<file path="src/core/tpgm_pkg.sv">
/*
 * Package for the triggered pulse generator and pulse-modulation control block:
 * APB register offsets, field positions, reset values, modes and states.
 * Assumes a 20 MHz reference clock and 32-bit APB data.
 */
package tpgm_pkg;

    // ------------------------------------------------------------------
    // Register map (byte addresses)
    // ------------------------------------------------------------------
    localparam logic [7:0]  ADDR_CTRL      = 8'h00;
    localparam logic [7:0]  ADDR_PERIOD    = 8'h04;
    localparam logic [7:0]  ADDR_WIDTH     = 8'h08;
    localparam logic [7:0]  ADDR_DELAY     = 8'h0C;
    localparam logic [7:0]  ADDR_DBL_DELAY = 8'h10;
    localparam logic [7:0]  ADDR_CMD       = 8'h14;
    localparam logic [7:0]  ADDR_STATUS    = 8'h18;

    // ------------------------------------------------------------------
    // Control field positions
    // ------------------------------------------------------------------
    localparam int CTRL_SRC_LO   = 0;
    localparam int CTRL_POL_BIT  = 2;
    localparam int CTRL_DBL_BIT  = 3;
    localparam int CTRL_TRG_LO   = 4;
    localparam int CTRL_SLOPE    = 6;
    localparam int CTRL_GATE_POL = 7;
    localparam int CMD_FIRE_BIT  = 0;

    localparam int CNT_W = 24;

    // Preset: 10 us period, 1 us width, 0.05 us delay at 50 ns -> 200, 20, 1
    localparam logic [23:0] RST_PERIOD    = 24'h0000C8;
    localparam logic [23:0] RST_WIDTH     = 24'h000014;
    localparam logic [23:0] RST_DELAY     = 24'h000001;
    localparam logic [23:0] RST_DBL_DELAY = 24'h000014;
    localparam logic [23:0] CNT_ONE       = 24'h000001;

    typedef enum logic [1:0] {
        TPGM_SRC_OFF = 2'h0,
        TPGM_SRC_EXT = 2'h1,
        TPGM_SRC_GEN = 2'h2
    } tpgm_src_t;

    typedef enum logic [1:0] {
        TPGM_TRG_AUTO   = 2'h0,
        TPGM_TRG_SINGLE = 2'h1,
        TPGM_TRG_EXT    = 2'h2,
        TPGM_TRG_GATED  = 2'h3
    } tpgm_trg_t;

    // Gray steps: idle -> delay -> pulse -> gap -> second pulse; pulse and second pulse return to idle
    typedef enum logic [2:0] {
        TPGM_ST_IDLE  = 3'h0,
        TPGM_ST_DELAY = 3'h1,
        TPGM_ST_PULSE = 3'h3,
        TPGM_ST_GAP   = 3'h2,
        TPGM_ST_PULS2 = 3'h6
    } tpgm_state_t;

    typedef struct packed {
        tpgm_src_t src;
        logic      pol_inv;
        logic      dbl_en;
        tpgm_trg_t trg;
        logic      slope_neg;
        logic      gate_inv;
    } tpgm_ctrl_t;

    typedef struct packed {
        logic [23:0] period;
        logic [23:0] width;
        logic [23:0] delay;
        logic [23:0] dbl_delay;
    } tpgm_timing_t;

endpackage : tpgm_pkg

</file>
<file path="src/core/tpgm_core.sv">
/*
 * Triggered pulse generator with pulse-modulation source and polarity control.
 * APB slave for settings, one 20 MHz reference clock, synchronous active-low reset.
 * Assumes ext_in is asynchronous to clk; rf_gate feeds the RF on/off switch.
 */
`timescale 1ns/1ps

module tpgm_core #(
    parameter int CNT_W = tpgm_pkg::CNT_W
) (
    input  wire logic        clk,
    input  wire logic        rstn,
    input  wire logic        psel,
    input  wire logic        penable,
    input  wire logic        pwrite,
    input  wire logic [7:0]  paddr,
    input  wire logic [31:0] pwdata,
    output logic      [31:0] prdata,
    output logic             pready,
    output logic             pslverr,
    input  wire logic        ext_in,
    output logic             rf_gate,
    output logic             pulse_mon
);

    // ------------------------------------------------------------------
    // Settings registers
    // ------------------------------------------------------------------
    tpgm_pkg::tpgm_ctrl_t   ctrl_ff;
    tpgm_pkg::tpgm_timing_t tim_ff;
    logic                   fire_ff;
    logic                   wr_en;
    logic                   rd_en;
    logic                   addr_ok;
    logic [7:0]             ctrl_rd;

    assign wr_en   = psel && penable && pwrite;
    assign rd_en   = psel && !penable && !pwrite;   // Load in setup so data stands at access
    assign pready  = 1'b1;                      // Zero-wait slave
    assign addr_ok = (paddr == tpgm_pkg::ADDR_CTRL)   || (paddr == tpgm_pkg::ADDR_PERIOD)
                  || (paddr == tpgm_pkg::ADDR_WIDTH)  || (paddr == tpgm_pkg::ADDR_DELAY)
                  || (paddr == tpgm_pkg::ADDR_DBL_DELAY) || (paddr == tpgm_pkg::ADDR_CMD)
                  || (paddr == tpgm_pkg::ADDR_STATUS);
    assign pslverr = psel && penable && !addr_ok;

    // Readback in write order; the struct packs its fields the other way
    assign ctrl_rd = {ctrl_ff.gate_inv, ctrl_ff.slope_neg, ctrl_ff.trg,
                      ctrl_ff.dbl_en, ctrl_ff.pol_inv, ctrl_ff.src};

    // Control register write
    always_ff @(posedge clk) begin
        if (!rstn) begin
            ctrl_ff <= '{src: tpgm_pkg::TPGM_SRC_OFF, pol_inv: 1'b0, dbl_en: 1'b0,
                         trg: tpgm_pkg::TPGM_TRG_SINGLE, slope_neg: 1'b0, gate_inv: 1'b0};
        end else if (wr_en && paddr == tpgm_pkg::ADDR_CTRL) begin
            ctrl_ff.src       <= tpgm_pkg::tpgm_src_t'(pwdata[tpgm_pkg::CTRL_SRC_LO +: 2]);
            ctrl_ff.pol_inv   <= pwdata[tpgm_pkg::CTRL_POL_BIT];
            ctrl_ff.dbl_en    <= pwdata[tpgm_pkg::CTRL_DBL_BIT];
            ctrl_ff.trg       <= tpgm_pkg::tpgm_trg_t'(pwdata[tpgm_pkg::CTRL_TRG_LO +: 2]);
            ctrl_ff.slope_neg <= pwdata[tpgm_pkg::CTRL_SLOPE];
            ctrl_ff.gate_inv  <= pwdata[tpgm_pkg::CTRL_GATE_POL];
        end
    end

    // Timing registers; a zero period, width or pair delay is raised to one so counters never stall
    always_ff @(posedge clk) begin
        if (!rstn) begin
            tim_ff <= '{period: tpgm_pkg::RST_PERIOD, width: tpgm_pkg::RST_WIDTH,
                        delay: tpgm_pkg::RST_DELAY, dbl_delay: tpgm_pkg::RST_DBL_DELAY};
        end else if (wr_en) begin
            case (paddr)
                tpgm_pkg::ADDR_PERIOD:    tim_ff.period    <= (pwdata[23:0] == '0) ? tpgm_pkg::CNT_ONE
                                                                                     : pwdata[23:0];
                tpgm_pkg::ADDR_WIDTH:     tim_ff.width     <= (pwdata[23:0] == '0) ? tpgm_pkg::CNT_ONE
                                                                                     : pwdata[23:0];
                tpgm_pkg::ADDR_DELAY:     tim_ff.delay     <= pwdata[23:0];
                tpgm_pkg::ADDR_DBL_DELAY: tim_ff.dbl_delay <= (pwdata[23:0] == '0) ? tpgm_pkg::CNT_ONE
                                                                                     : pwdata[23:0];
                default: ;
            endcase
        end
    end

    // Single-pulse command: one-cycle pulse, accepted only in manual mode
    always_ff @(posedge clk) begin
        if (!rstn) begin
            fire_ff <= 1'b0;
        end else begin
            fire_ff <= wr_en && (paddr == tpgm_pkg::ADDR_CMD) && pwdata[tpgm_pkg::CMD_FIRE_BIT]
                    && (ctrl_ff.trg == tpgm_pkg::TPGM_TRG_SINGLE);
        end
    end

    // ------------------------------------------------------------------
    // External input synchroniser and edge detect
    // ------------------------------------------------------------------
    logic ext_s1_ff;
    logic ext_s2_ff;
    logic ext_s3_ff;
    logic ext_edge;
    logic gate_act;

    // Two flops against metastability, third only for edge history
    always_ff @(posedge clk) begin
        if (!rstn) begin
            ext_s1_ff <= 1'b0;
            ext_s2_ff <= 1'b0;
            ext_s3_ff <= 1'b0;
        end else begin
            ext_s1_ff <= ext_in;
            ext_s2_ff <= ext_s1_ff;
            ext_s3_ff <= ext_s2_ff;
        end
    end

    assign ext_edge = ctrl_ff.slope_neg ? (ext_s3_ff && !ext_s2_ff)
                                        : (!ext_s3_ff && ext_s2_ff);
    assign gate_act = ext_s2_ff ^ ctrl_ff.gate_inv;

    // ------------------------------------------------------------------
    // Trigger selection
    // ------------------------------------------------------------------
    logic [CNT_W-1:0] per_cnt_ff;
    logic             per_tick;
    logic             trig;

    // Repetition counter on the reference clock; runs in auto and gated modes
    always_ff @(posedge clk) begin
        if (!rstn) begin
            per_cnt_ff <= '0;
        end else if ((ctrl_ff.trg == tpgm_pkg::TPGM_TRG_AUTO)
                  || (ctrl_ff.trg == tpgm_pkg::TPGM_TRG_GATED && gate_act)) begin
            per_cnt_ff <= per_tick ? '0 : per_cnt_ff + 1'b1;
        end else begin
            per_cnt_ff <= '0;                                  // Gate restarts in phase
        end
    end

    assign per_tick = (per_cnt_ff == tim_ff.period - 1'b1);

    // Each mode offers its own trigger source
    always_comb begin
        case (ctrl_ff.trg)
            tpgm_pkg::TPGM_TRG_AUTO:   trig = per_tick;
            tpgm_pkg::TPGM_TRG_SINGLE: trig = fire_ff;
            tpgm_pkg::TPGM_TRG_EXT:    trig = ext_edge;
            tpgm_pkg::TPGM_TRG_GATED:  trig = gate_act && per_tick;
            default:                   trig = 1'b0;
        endcase
    end

    // ------------------------------------------------------------------
    // Pulse sequencer
    // ------------------------------------------------------------------
    tpgm_pkg::tpgm_state_t st_ff;
    logic [CNT_W-1:0]      tmr_ff;
    logic                  pulse_ff;

    // A trigger arriving mid-sequence is dropped: the shape is never truncated
    always_ff @(posedge clk) begin
        if (!rstn) begin
            st_ff  <= tpgm_pkg::TPGM_ST_IDLE;
            tmr_ff <= '0;
        end else begin
            case (st_ff)
                tpgm_pkg::TPGM_ST_IDLE: begin
                    if (trig && !ctrl_ff.dbl_en && tim_ff.delay != '0) begin
                        st_ff  <= tpgm_pkg::TPGM_ST_DELAY;
                        tmr_ff <= tim_ff.delay - 1'b1;
                    end else if (trig) begin
                        st_ff  <= tpgm_pkg::TPGM_ST_PULSE;
                        tmr_ff <= tim_ff.width - 1'b1;
                    end
                end
                tpgm_pkg::TPGM_ST_DELAY: begin
                    if (tmr_ff == '0) begin
                        st_ff  <= tpgm_pkg::TPGM_ST_PULSE;
                        tmr_ff <= tim_ff.width - 1'b1;
                    end else begin
                        tmr_ff <= tmr_ff - 1'b1;
                    end
                end
                tpgm_pkg::TPGM_ST_PULSE: begin
                    if (tmr_ff != '0) begin
                        tmr_ff <= tmr_ff - 1'b1;
                    end else if (ctrl_ff.dbl_en) begin
                        st_ff  <= tpgm_pkg::TPGM_ST_GAP;
                        tmr_ff <= tim_ff.dbl_delay - 1'b1;
                    end else begin
                        st_ff  <= tpgm_pkg::TPGM_ST_IDLE;
                    end
                end
                tpgm_pkg::TPGM_ST_GAP: begin
                    if (tmr_ff == '0) begin
                        st_ff  <= tpgm_pkg::TPGM_ST_PULS2;
                        tmr_ff <= tim_ff.width - 1'b1;
                    end else begin
                        tmr_ff <= tmr_ff - 1'b1;
                    end
                end
                tpgm_pkg::TPGM_ST_PULS2: begin
                    if (tmr_ff == '0) begin
                        st_ff <= tpgm_pkg::TPGM_ST_IDLE;
                    end else begin
                        tmr_ff <= tmr_ff - 1'b1;
                    end
                end
                default: st_ff <= tpgm_pkg::TPGM_ST_IDLE;
            endcase
        end
    end

    // Registered pulse level, one cycle behind the state
    always_ff @(posedge clk) begin
        if (!rstn) begin
            pulse_ff <= 1'b0;
        end else begin
            pulse_ff <= (st_ff == tpgm_pkg::TPGM_ST_PULSE) || (st_ff == tpgm_pkg::TPGM_ST_PULS2);
        end
    end

    // ------------------------------------------------------------------
    // RF gate and monitor outputs
    // ------------------------------------------------------------------
    logic ctl_lvl;
    logic gate_ff;
    logic mon_ff;

    // Source choice never stops the generator, it only picks the control level
    always_comb begin
        case (ctrl_ff.src)
            tpgm_pkg::TPGM_SRC_EXT: ctl_lvl = ext_s2_ff;
            tpgm_pkg::TPGM_SRC_GEN: ctl_lvl = pulse_ff;
            default:                ctl_lvl = 1'b0;
        endcase
    end

    // Off leaves RF unmodulated (gate held on) regardless of polarity
    always_ff @(posedge clk) begin
        if (!rstn) begin
            gate_ff <= 1'b1;
            mon_ff  <= 1'b0;
        end else begin
            if (ctrl_ff.src == tpgm_pkg::TPGM_SRC_OFF) begin
                gate_ff <= 1'b1;
            end else begin
                gate_ff <= ctl_lvl ^ ctrl_ff.pol_inv;
            end
            mon_ff <= pulse_ff;
        end
    end

    assign rf_gate   = gate_ff;
    assign pulse_mon = mon_ff;

    // ------------------------------------------------------------------
    // Read mux
    // ------------------------------------------------------------------
    always_ff @(posedge clk) begin
        if (!rstn) begin
            prdata <= '0;
        end else if (rd_en) begin
            case (paddr)
                tpgm_pkg::ADDR_CTRL:      prdata <= {24'h000000, ctrl_rd};
                tpgm_pkg::ADDR_PERIOD:    prdata <= {8'h00, tim_ff.period};
                tpgm_pkg::ADDR_WIDTH:     prdata <= {8'h00, tim_ff.width};
                tpgm_pkg::ADDR_DELAY:     prdata <= {8'h00, tim_ff.delay};
                tpgm_pkg::ADDR_DBL_DELAY: prdata <= {8'h00, tim_ff.dbl_delay};
                tpgm_pkg::ADDR_STATUS:    prdata <= {27'h0000000, gate_act, pulse_ff, st_ff};
                default:                  prdata <= '0;
            endcase
        end
    end

    // ------------------------------------------------------------------
    // Assertions
    // ------------------------------------------------------------------
    localparam logic [CNT_W-1:0] CNT_ONE_L = CNT_W'(tpgm_pkg::CNT_ONE);
endmodule : tpgm_core

</file>
<file path="config.mk">
export PLATFORM = sky130hd
export DESIGN_NAME = tpgm_core
export DESIGN_NICKNAME = d
export VERILOG_FILES = /design/src/core/tpgm_pkg.sv /design/src/core/tpgm_core.sv
export SDC_FILE = /design/constraint.sdc
export NUM_CORES = 1
export LEC_CHECK = 0
export BUFFER_PORTS_ARGS = -buffer_cell sky130_fd_sc_hd__buf_2
export CAP_MARGIN = 20
export CORE_MARGIN = 2
export CORE_UTILIZATION = 50
export DETAILED_ROUTE_END_ITERATION = 8
export GPL_ROUTABILITY_DRIVEN = 0
export PLACE_DENSITY = 0.68
export SLEW_MARGIN = 20
export SYNTH_ARGS = -nofsm -noshare
export SYNTH_HDL_FRONTEND = slang
export SYNTH_SLANG_ARGS = --single-unit
</file>
<file path="constraint.sdc">
create_clock -name clk -period 8 [get_ports clk]
set_input_delay 1.2 -clock clk [delete_from_list [all_inputs] [get_ports clk]]
set_output_delay 1.2 -clock clk [all_outputs]
set_load 0.05 [all_outputs]
</file>
After elaboration in Yosys (flattened, before gate mapping):

Index checks and enable logic that the tools add are counted.
Widths: inputs -> output; s select.

* flip-flop bits (word level): 194
* bits in latches: 0
* bits in writable memories: 0
* memory bits (read-only): 0
* input bits: 46
* output and inout port bits: 36
* word-level logic and storage cells: 121
* memories kept: 0

* add/subtract/negate cells: 6
* $mul: 0
* divide/modulo/power cells: 0
* magnitude comparators: 0
* equality and inequality tests: 23
* shifts and indexed selects: 0
* multiplexer cells: 20
* bitwise operators: 4
* reduce and logical (&&, ||, !) cells: 47

Operator list (count)
* $mux 24: 7
* $pmux 24 s6: 1
* $sub 24x1->24 const B: 5
* $pmux 24 s4: 1
* $logic_not 24->1: 2
* $reduce_bool 24->1: 2
* $add 24x1->24 const B: 1
* $eq 24x24->1: 1
* $eq 8x5->1 const B: 3
* $mux 3: 6
* $eq 8x4->1 const B: 2
* $logic_and 1x1->1: 15
* $pmux 3 s5: 1
* $ne 2x2->1 const B: 5
* $eq 8x3->1 const B: 1
* $logic_not 8->1: 1
* $logic_or 1x1->1: 8
* $reduce_and 2->1: 4
* $eq 2x2->1 const B: 3
* $eq 3x2->1 const B: 2
* $logic_not 1->1: 6
* $ne 3x3->1 const B: 2
* $reduce_and 5->1: 1
* $eq 2x1->1 const B: 2
* 14 further kinds: 18

Longest topological paths before layout:

Gate-level depths: netlist (run 1).

* depth after elaboration: 9
* depth in mapped cells: 14
* gate-level depth less buffers: 11

Worst setup path before layout (run 1):

Ideal clock, no wire load.

* path kind: input port to output port
* start point: in paddr[4]
* end point: out pslverr
* arrival: 2.305 ns
* data required time: 6.800 ns
* setup slack: 4.495 ns
* cell stages on the path: 3
* path buffers: 1
* cell sequence: clkbuf_1 > nand3_1 > a21oi_1

* word-level cells in the longest chain between the ends: 9
* elaborated cells between the ends (all ways): 15
* classes of those cells: eq/ne: 6; reduce/logical: 9

RTL lines
* start, declared: RTL line tpgm_core.sv:16 `input wire logic [7:0] paddr,`
* $eq 8x3->1 or $logic_not 8->1 (tied branches): RTL line tpgm_core.sv:40 `assign addr_ok = (paddr == tpgm_pkg::ADDR_CTRL) || (paddr == tpgm_pkg::ADDR_PERIOD)`
* $logic_or 1x1->1: RTL line tpgm_core.sv:40
* $logic_or 1x1->1 (2 in a row): RTL line tpgm_core.sv:41 `|| (paddr == tpgm_pkg::ADDR_WIDTH) || (paddr == tpgm_pkg::ADDR_DELAY)`
* $logic_or 1x1->1 (2 in a row): RTL line tpgm_core.sv:42 `|| (paddr == tpgm_pkg::ADDR_DBL_DELAY) || (paddr == tpgm_pkg::ADDR_CMD)`
* $logic_or 1x1->1 (*): RTL line tpgm_core.sv:43 `|| (paddr == tpgm_pkg::ADDR_STATUS);`
* $logic_not 1->1 (*): RTL line tpgm_core.sv:44 `assign pslverr = psel && penable && !addr_ok;`
* $logic_and 1x1->1 (*): RTL line tpgm_core.sv:44
* end, declared: RTL line tpgm_core.sv:20 `output logic pslverr,`

Every way passes the cells marked *; elsewhere a longest branch is shown, timed or not.

Final worst setup path (run 1):

* start point: reg tim_ff[74] (netlist bit)
* end point: reg tmr_ff[14]

* word-level cells in the longest chain between the ends: 8
* elaborated cells between the ends (all ways): 10
* classes of those cells: add/sub: 1; eq/ne: 2; mux: 3; reduce/logical: 4

RTL lines
* start, declared: RTL line tpgm_core.sv:30 `tpgm_pkg::tpgm_timing_t tim_ff;`
* start signal, assigned: RTL line tpgm_core.sv:68 `tim_ff <= '{period: tpgm_pkg::RST_PERIOD, width: tpgm_pkg::RST_WIDTH,`
* $sub 24x1->24 (*): RTL line tpgm_core.sv:139 `assign per_tick = (per_cnt_ff == tim_ff.period - 1'b1);`
* $eq 24x24->1 (*): RTL line tpgm_core.sv:139
* $logic_and 1x1->1: RTL line tpgm_core.sv:147 `tpgm_pkg::TPGM_TRG_GATED: trig = gate_act && per_tick;`
* $pmux 1 s4 (*): RTL line tpgm_core.sv:143 `case (ctrl_ff.trg)`
* $logic_and 1x1->1 (2 in a row): RTL line tpgm_core.sv:167 `if (trig && !ctrl_ff.dbl_en && tim_ff.delay != '0) begin`
* $ne 3x3->1 (no source line) or $mux 24 (tied branches)
* $reduce_and 4->1 (no source line) or $pmux 24 s4 (tied branches)
* end signal, assigned: RTL line tpgm_core.sv:169 `tmr_ff <= tim_ff.delay - 1'b1;`
* end signal, assigned: RTL line tpgm_core.sv:172 `tmr_ff <= tim_ff.width - 1'b1;`
* end signal, assigned: RTL line tpgm_core.sv:178 `tmr_ff <= tim_ff.width - 1'b1;`
* end, declared: RTL line tpgm_core.sv:156 `logic [CNT_W-1:0] tmr_ff;`

Marked as above.
A chain may end at the register's enable or synchronous reset.

==> results of run 1 <==
==> where the power goes <==
group          switching [mW]  internal [mW]
clock                   0.462          0.494
combinational          0.0674         0.0181
sequential            0.00220          0.928
total                   0.532           1.44
==> cell type report <==
class	instances	share of cell area
Inverter	23	0.00703
Clock buffer	17	0.0337
Timing Repair Buffer	82	0.0360
Clock inverter	15	0.0193
Sequential cell	186	0.295
Multi-Input combinational cell	1260	0.581
Tap cell	285	0.0282
==> through the flow <==
| step | instance area, sq um | power (mW) | hold slack, ps | cells |
|---|---|---|---|---|
| after floorplan | 11600 | 1.00 | 412 | 1586 |
| after global placement | 12000 | 1.04 | 412 | 1836 |
| after detailed placement | 12000 | 1.04 | 435 | 1836 |
| final | 12600 | 1.97 | 450 | 1868 |
| after CTS | 12600 | 1.97 | 452 | 1868 |
| after global routing | 12600 | 2.02 | 463 | 1868 |
==> metal layers <==
metal,track usage,part of all wire,up-vias
met2,0.506,0.45,672
met5,0.0104,0,-
met3,0.0667,0.10,96
met4,0.103,0.030,0
met1,0.435,0.42,5707
li1,-,-,5657
==> cell families (layout without fill, tap and decap cells) <==
logic type,after synthesis,in the layout,share of synthesized area
buf+inv,140,137,0.0516
fa+ha+maj,11,11,0.0119
xor+xnor,135,135,0.102
simple gates,686,686,0.281
mux,13,13,0.0112
other cells,2,9,0.000647
compound gates,406,406,0.221
flops,186,186,0.321
==> how the worst max path moves through the flow <==
stage / slack [ps] / depth (start not counted) / endpoint
after floorplan: 4500 / 3 / pslverr
after global placement: 4020 / 9 / tmr_ff[0]
after detailed placement: 3930 / 9 / tmr_ff[13]
after CTS: 3900 / 10 / tmr_ff[14]
after global routing: 3520 / 10 / tmr_ff[14]
final: 3840 / 10 / tmr_ff[14]
==> worst max-delay path: cells and delay by family, from the launching register on <==
family                 cells  cell delay, ps
buffers and inverters      1             290
AOI/OAI and AO/OA          5            1720
and+or+nand+nor            4            1490
DFF                        1             450
==> state kept, by name, indices dropped and copies added, names as in the netlist, 3 cells and up <==
register,count
tim_ff,96
per_cnt_ff,24
prdata,24
tmr_ff,24
ctrl_ff,8
st_ff,3
==> cell usage after synthesis (all sizes together), types with 3 or more instances <==
| master | number | area, sq um |
|---|---|---|
| a211o | 5 | 43.8 |
| a211oi | 26 | 200 |
| a21oi | 187 | 940 |
| a221o | 4 | 40.0 |
| a221oi | 17 | 149 |
| a222oi | 3 | 30.0 |
| a22o | 5 | 43.8 |
| a22oi | 37 | 278 |
| a2bb2oi | 5 | 43.8 |
| a31o | 5 | 43.8 |
| a31oi | 8 | 56.3 |
| and2 | 6 | 37.5 |
| and3 | 18 | 113 |
| and3b | 3 | 26.3 |
| and4 | 3 | 26.3 |
| buf | 24 | 164 |
| clkbuf | 93 | 349 |
| dfxtp | 186 | 3720 |
| ha | 11 | 138 |
| inv | 23 | 86.3 |
| mux2i | 13 | 130 |
| nand2 | 273 | 1030 |
| nand2b | 9 | 56.3 |
| nand3 | 58 | 290 |
| nand4 | 26 | 163 |
| nand4b | 3 | 26.3 |
| nor2 | 118 | 443 |
| nor2b | 8 | 50.1 |
| nor3 | 69 | 345 |
| nor3b | 8 | 60.1 |
| nor4 | 34 | 234 |
| o211ai | 11 | 87.6 |
| o21a | 3 | 22.5 |
| o21ai | 45 | 225 |
| o22ai | 16 | 100 |
| o311ai | 5 | 43.8 |
| o31ai | 4 | 30.0 |
| o41ai | 3 | 26.3 |
| or2 | 5 | 31.3 |
| or3 | 19 | 119 |
| or4 | 20 | 161 |
| xnor2 | 76 | 666 |
| xor2 | 59 | 517 |
==> flow_summary.ini, run 1 <==
[run_status]
outcome = completed

[route]
avgViaCountPerCell = 6.49
drtIter0Drc = 1734
dr.pass1.iters = 6
drt_wl_total_mm = 39.1
num_vias = 12100
drc = 0
postRouteAntennaNets = 0
routedWlPerCell_microns = 20.9

[synthesis]
avgSynthCellArea_sq_um = 7.35
synth_seq_area_share = 0.321
yosys_warnings = 0
synth-edff-count = 0
ys.flop_type = dfxtp_1
netlist_area_sq_um = 11600
async_flop_share = 0
synthCells = 1579
yosys_register_bits = 186
ys_types = 75

[cells_and_area]
flow.area_growth_from_synthesis_pct = 8.93
multi_input_area_sq_um = 7350
final_common_cell = nand2_1
final_util = 0.557
fillers = 2171
drive_above_1_share = 0.0916
insertedDiodeCount = 0
nets = 1627
layout_common_cells = nand2_1 (272), dfxtp_1 (186), a21oi_1 (185), nor2_1 (118), xnor2_1 (76)
seqCellArea_sq_um = 3720

[clocking]
cts_buffer_depth = 2
numCtsBuffers = 17
clock_latency_ps = 460
ctsHoldBuffers = 0
cts_tree = done
htree_num_levels = 4
cts-resized-gates = 0
path_clk_slew_ps = 90
cts_setup_buffers = 0
clock-sinks = 186
cts_root_buf = clkbuf_16

[worst_setup_path]
r2r_cells = 10
critPathSlowestCell = a21oi_1
worstPathMaxFanout = 17
slowest_delay_ps = 940
startpoint = tim_ff[74]
crit_type = reg2reg
crit_path_start_kind = flop
critPathArrivalTime_ps = 4430
path_cells = nor4_4, nand4_1, nand4bb_1, o211ai_1, o2111ai_1, nor4_2, buf_4, a21oi_1, a21oi_1, a211oi_1
cp_data_required_time_ps = 8270
endpoint_kind = flop
worstReg2RegEnd = tmr_ff[14]
critical_path.most_common_cell = a21oi_1
r2r_start = tim_ff[74]
rrSetupSlack_ps = 3840

[grt]
grt_max_degree = 101
grtUsageTotal = 0.320
grt_pass1_wl_mm = 61.1
grt_overflow = 0
grt_pass1_vias = 11000
antenna_found_initial = 0

[floorplanning]
die_y_microns = 156
die_area_sq_um = 24400
ioPinCount = 82
dieWidth_microns = 156
rows = 55
fp.coreArea_sq_um = 22700
initial_utilization = 0.511

[hold_path]
hold_class = reg2reg
worstHoldStart = ext_s1_ff
holdPathStages = 1
min_to = ext_s2_ff

[pwr]
p_leak_nw = 4.55
power_density_nw_per_um2 = 156
ir_drop_uv = 151

[timing]
fin_ws_ps = 3840
fin_skew_ps = 18.6
drv_slew = 0
period_share = 0.520
fmax_ghz = 0.241
min_period_ps = 4160
hold_viol = 0
setup-violations-final = 0
slew_headroom = 0.219
setup-tns-final_ps = 0
rsz0062_at_grt = no
tightest_slew_ps = 1160

[placed_design]
portBuffers = 64
place_ws_ps = 3930
dp_hpwl_mm = 27.7

[job]
maxCapViolCount = 0
Note: power is estimated with default switching activity, not from simulation.
==> run 2, diff against run 1 <==
--- a/config.mk
+++ b/config.mk
@@ -5,6 +5,7 @@
 export SDC_FILE = /design/constraint.sdc
 export NUM_CORES = 1
 export LEC_CHECK = 0
+export ABC_AREA = 1
 export BUFFER_PORTS_ARGS = -buffer_cell sky130_fd_sc_hd__buf_2
 export CAP_MARGIN = 20
 export CORE_MARGIN = 2
==> constraint.sdc (replaced) <==
create_clock -name clk -period 4.2 [get_ports clk]
set_input_delay 0.63 -clock clk [delete_from_list [all_inputs] [get_ports clk]]
set_output_delay 0.63 -clock clk [all_outputs]
set_load 0.05 [all_outputs]
==> run 2 against run 1 <==
- power grew to 2.7 times the previous value
- cell count rose by 16%
- synthesized cell count grew 15%
- setup slack got worse by 3000 ps
- register-to-register slack worse by 3000 ps
- synthesized area up 0.73%
- clock power grew 78%
- combinational power grew to 19 times the previous value
- sequential power up 110%
- utilization increased by 0.57 points
- critical path depth increased by 7
- critical path type unchanged
- largest power group is now registers
==> flow_summary.ini, run 2 <==
[clocking]
clock-sinks = 186
ctsHoldBuffers = 0
cts_setup_buffers = 0
cts-resized-gates = 0
clock_latency_ps = 450
cts_buffer_depth = 2
cts_root_buf = clkbuf_16
numCtsBuffers = 17
path_clk_slew_ps = 80
cts_tree = done
htree_num_levels = 4

[route]
postRouteAntennaNets = 0
num_vias = 12000
routedWlPerCell_microns = 17.2
drtIter0Drc = 1003
drc = 0
drt_wl_total_mm = 37.3
dr.pass1.iters = 5
avgViaCountPerCell = 5.55

[worst_setup_path]
cp_data_required_time_ps = 4570
r2r_start = tim_ff[72]
r2r_cells = 17
worstReg2RegEnd = tmr_ff[0]
worstPathMaxFanout = 19
critPathArrivalTime_ps = 3750
rrSetupSlack_ps = 820
crit_type = reg2reg
endpoint_kind = flop
crit_path_start_kind = flop

[cells_and_area]
top_register = tim_ff
drive_above_1_share = 0.0841
final_common_cell = nand2_1
largest_register_ffs = 96
nets = 1900
flow.area_growth_from_synthesis_pct = 9.58
fillers = 2308
layout_common_cells = nand2_1 (372), nor2_1 (207), inv_1 (202), dfxtp_1 (186), a21oi_1 (179)
insertedDiodeCount = 0

[synthesis]
avgSynthCellArea_sq_um = 6.44
ys_types = 51
synth_seq_area_share = 0.319
synth.area.top_cells = dfxtp_1 (32%), nand2_1 (12%), a21oi_1 (7.7%), nor2_1 (6.8%), inv_1 (6.5%)
synth.top_cell.area_share = 0.319
ys.flop_type = dfxtp_1
async_flop_share = 0
netlist_area_sq_um = 11700
yosys_register_bits = 186
synth_area_leader_cell = dfxtp_1
yosys-top-cells-count = nand2_1 (372), nor2_1 (211), inv_1 (203)
yosys_warnings = 0
synth.most_common_cell = nand2_1
synthCells = 1815
synth-edff-count = 0

[timing]
setup-violations-final = 0
period_share = 0.805
setup-tns-final_ps = 0
tightest_slew_ps = 1090
hold_viol = 0
fin_skew_ps = 14.1
drv_slew = 0
min_period_ps = 3380
rsz0062_at_grt = no
fmax_ghz = 0.296
slew_headroom = 0.275

[job]
maxCapViolCount = 0

[grt]
grt_pass1_wl_mm = 59.1
grtUsageTotal = 0.308
grt_overflow = 0
antenna_found_initial = 0
grt_max_degree = 112
grt_pass1_vias = 11300

[pwr]
power_mw = 5.27
power_density_nw_per_um2 = 412
p_leak_nw = 5.54
ir_drop_uv = 239

[hold_path]
holdPathStages = 3
hold_class = in2reg
worstHoldStart = ext_in
min_to = ext_s1_ff

[placed_design]
portBuffers = 64
dp_hpwl_mm = 27.9

[floorplanning]
die_area_sq_um = 24600
ioPinCount = 82
fp.coreArea_sq_um = 22800
initial_utilization = 0.513
rows = 55
dieWidth_microns = 157
die_y_microns = 157

[run_status]
outcome = completed
-- run 2: stage by stage --
step	hold WS (ps)	worst slack, ps	instance area, sq um	std cells	utilization
3_3_place_gp	391	998	12200	2137	0.535
2_1_floorplan	390	835	11700	1822	-
3_5_place_dp	399	931	12200	2137	0.535
5_1_grt	389	448	12800	2169	0.562
4_1_cts	351	861	12800	2169	0.562
6_report	355	821	12800	2169	0.562
-- run 2: worst max-delay path by stage --
stage,slack (ps),start,depth (start not counted),end
finish,820,tim_ff[72],17,tmr_ff[0]
global placement,1000,tim_ff[72],17,tmr_ff[18]
detailed placement,930,tim_ff[72],17,tmr_ff[19]
floorplan,840,paddr[1],6,pslverr
global route,450,tim_ff[72],20,tmr_ff[21]
CTS,860,tim_ff[72],17,tmr_ff[0]
-- run 2: logic make-up (layout without fill, tap and decap cells) --
group / Yosys count / in the layout / synth area share
XOR/XNOR: 105 / 105 / 0.0787
AO/OA/AOI/OAI: 401 / 401 / 0.186
other: 2 / 9 / 0.000643
AND/OR/NAND/NOR: 819 / 819 / 0.303
buffers and inverters: 291 / 325 / 0.101
adder cells (fa/ha/maj): 11 / 11 / 0.0118
flip-flops: 186 / 186 / 0.319
-- run 2: final cells by class --
| type | instances | area [sq um] | share of cell area |
|---|---|---|---|
| clock buffer | 18 | 439 | 0.0343 |
| multi-input combinational | 1345 | 6840 | 0.534 |
| inverter | 213 | 800 | 0.0624 |
| clock inverter | 14 | 175 | 0.0137 |
| sequential | 186 | 3720 | 0.291 |
| timing repair buffer | 80 | 443 | 0.0346 |
| tap | 313 | 392 | 0.0306 |
-- run 2: routing by layer --
metal	global-route usage	share of wire	up-vias
met1	0.410	0.45	5535
met4	0.107	0.029	0
met5	0	0	-
li1	-	-	6012
met2	0.505	0.46	430
met3	0.0545	0.066	61
-- run 2: worst max-delay path, stage by stage (launching register included) --
cell     delay [ps]
dfxtp_1         370
inv_2           150
ha_1            270
nand3_1         170
nor2_2          250
nand3_1         130
nand3_1         100
nand2_1          60
nor2_1           80
nand2_1         100
nor2_2          240
nand2_2         150
nand3_2         130
nand2_1         410
buf_4           370
nand2_1          70
nand2_1          50
a21oi_1         190
-- run 2: where the power goes --
part           leakage (nW)  internal [mW]  total [mW]  switching, mW
combinational          3.74          0.505        1.61           1.10
clock                 0.298          0.873        1.70          0.830
sequential             1.50           1.87        1.97         0.0949
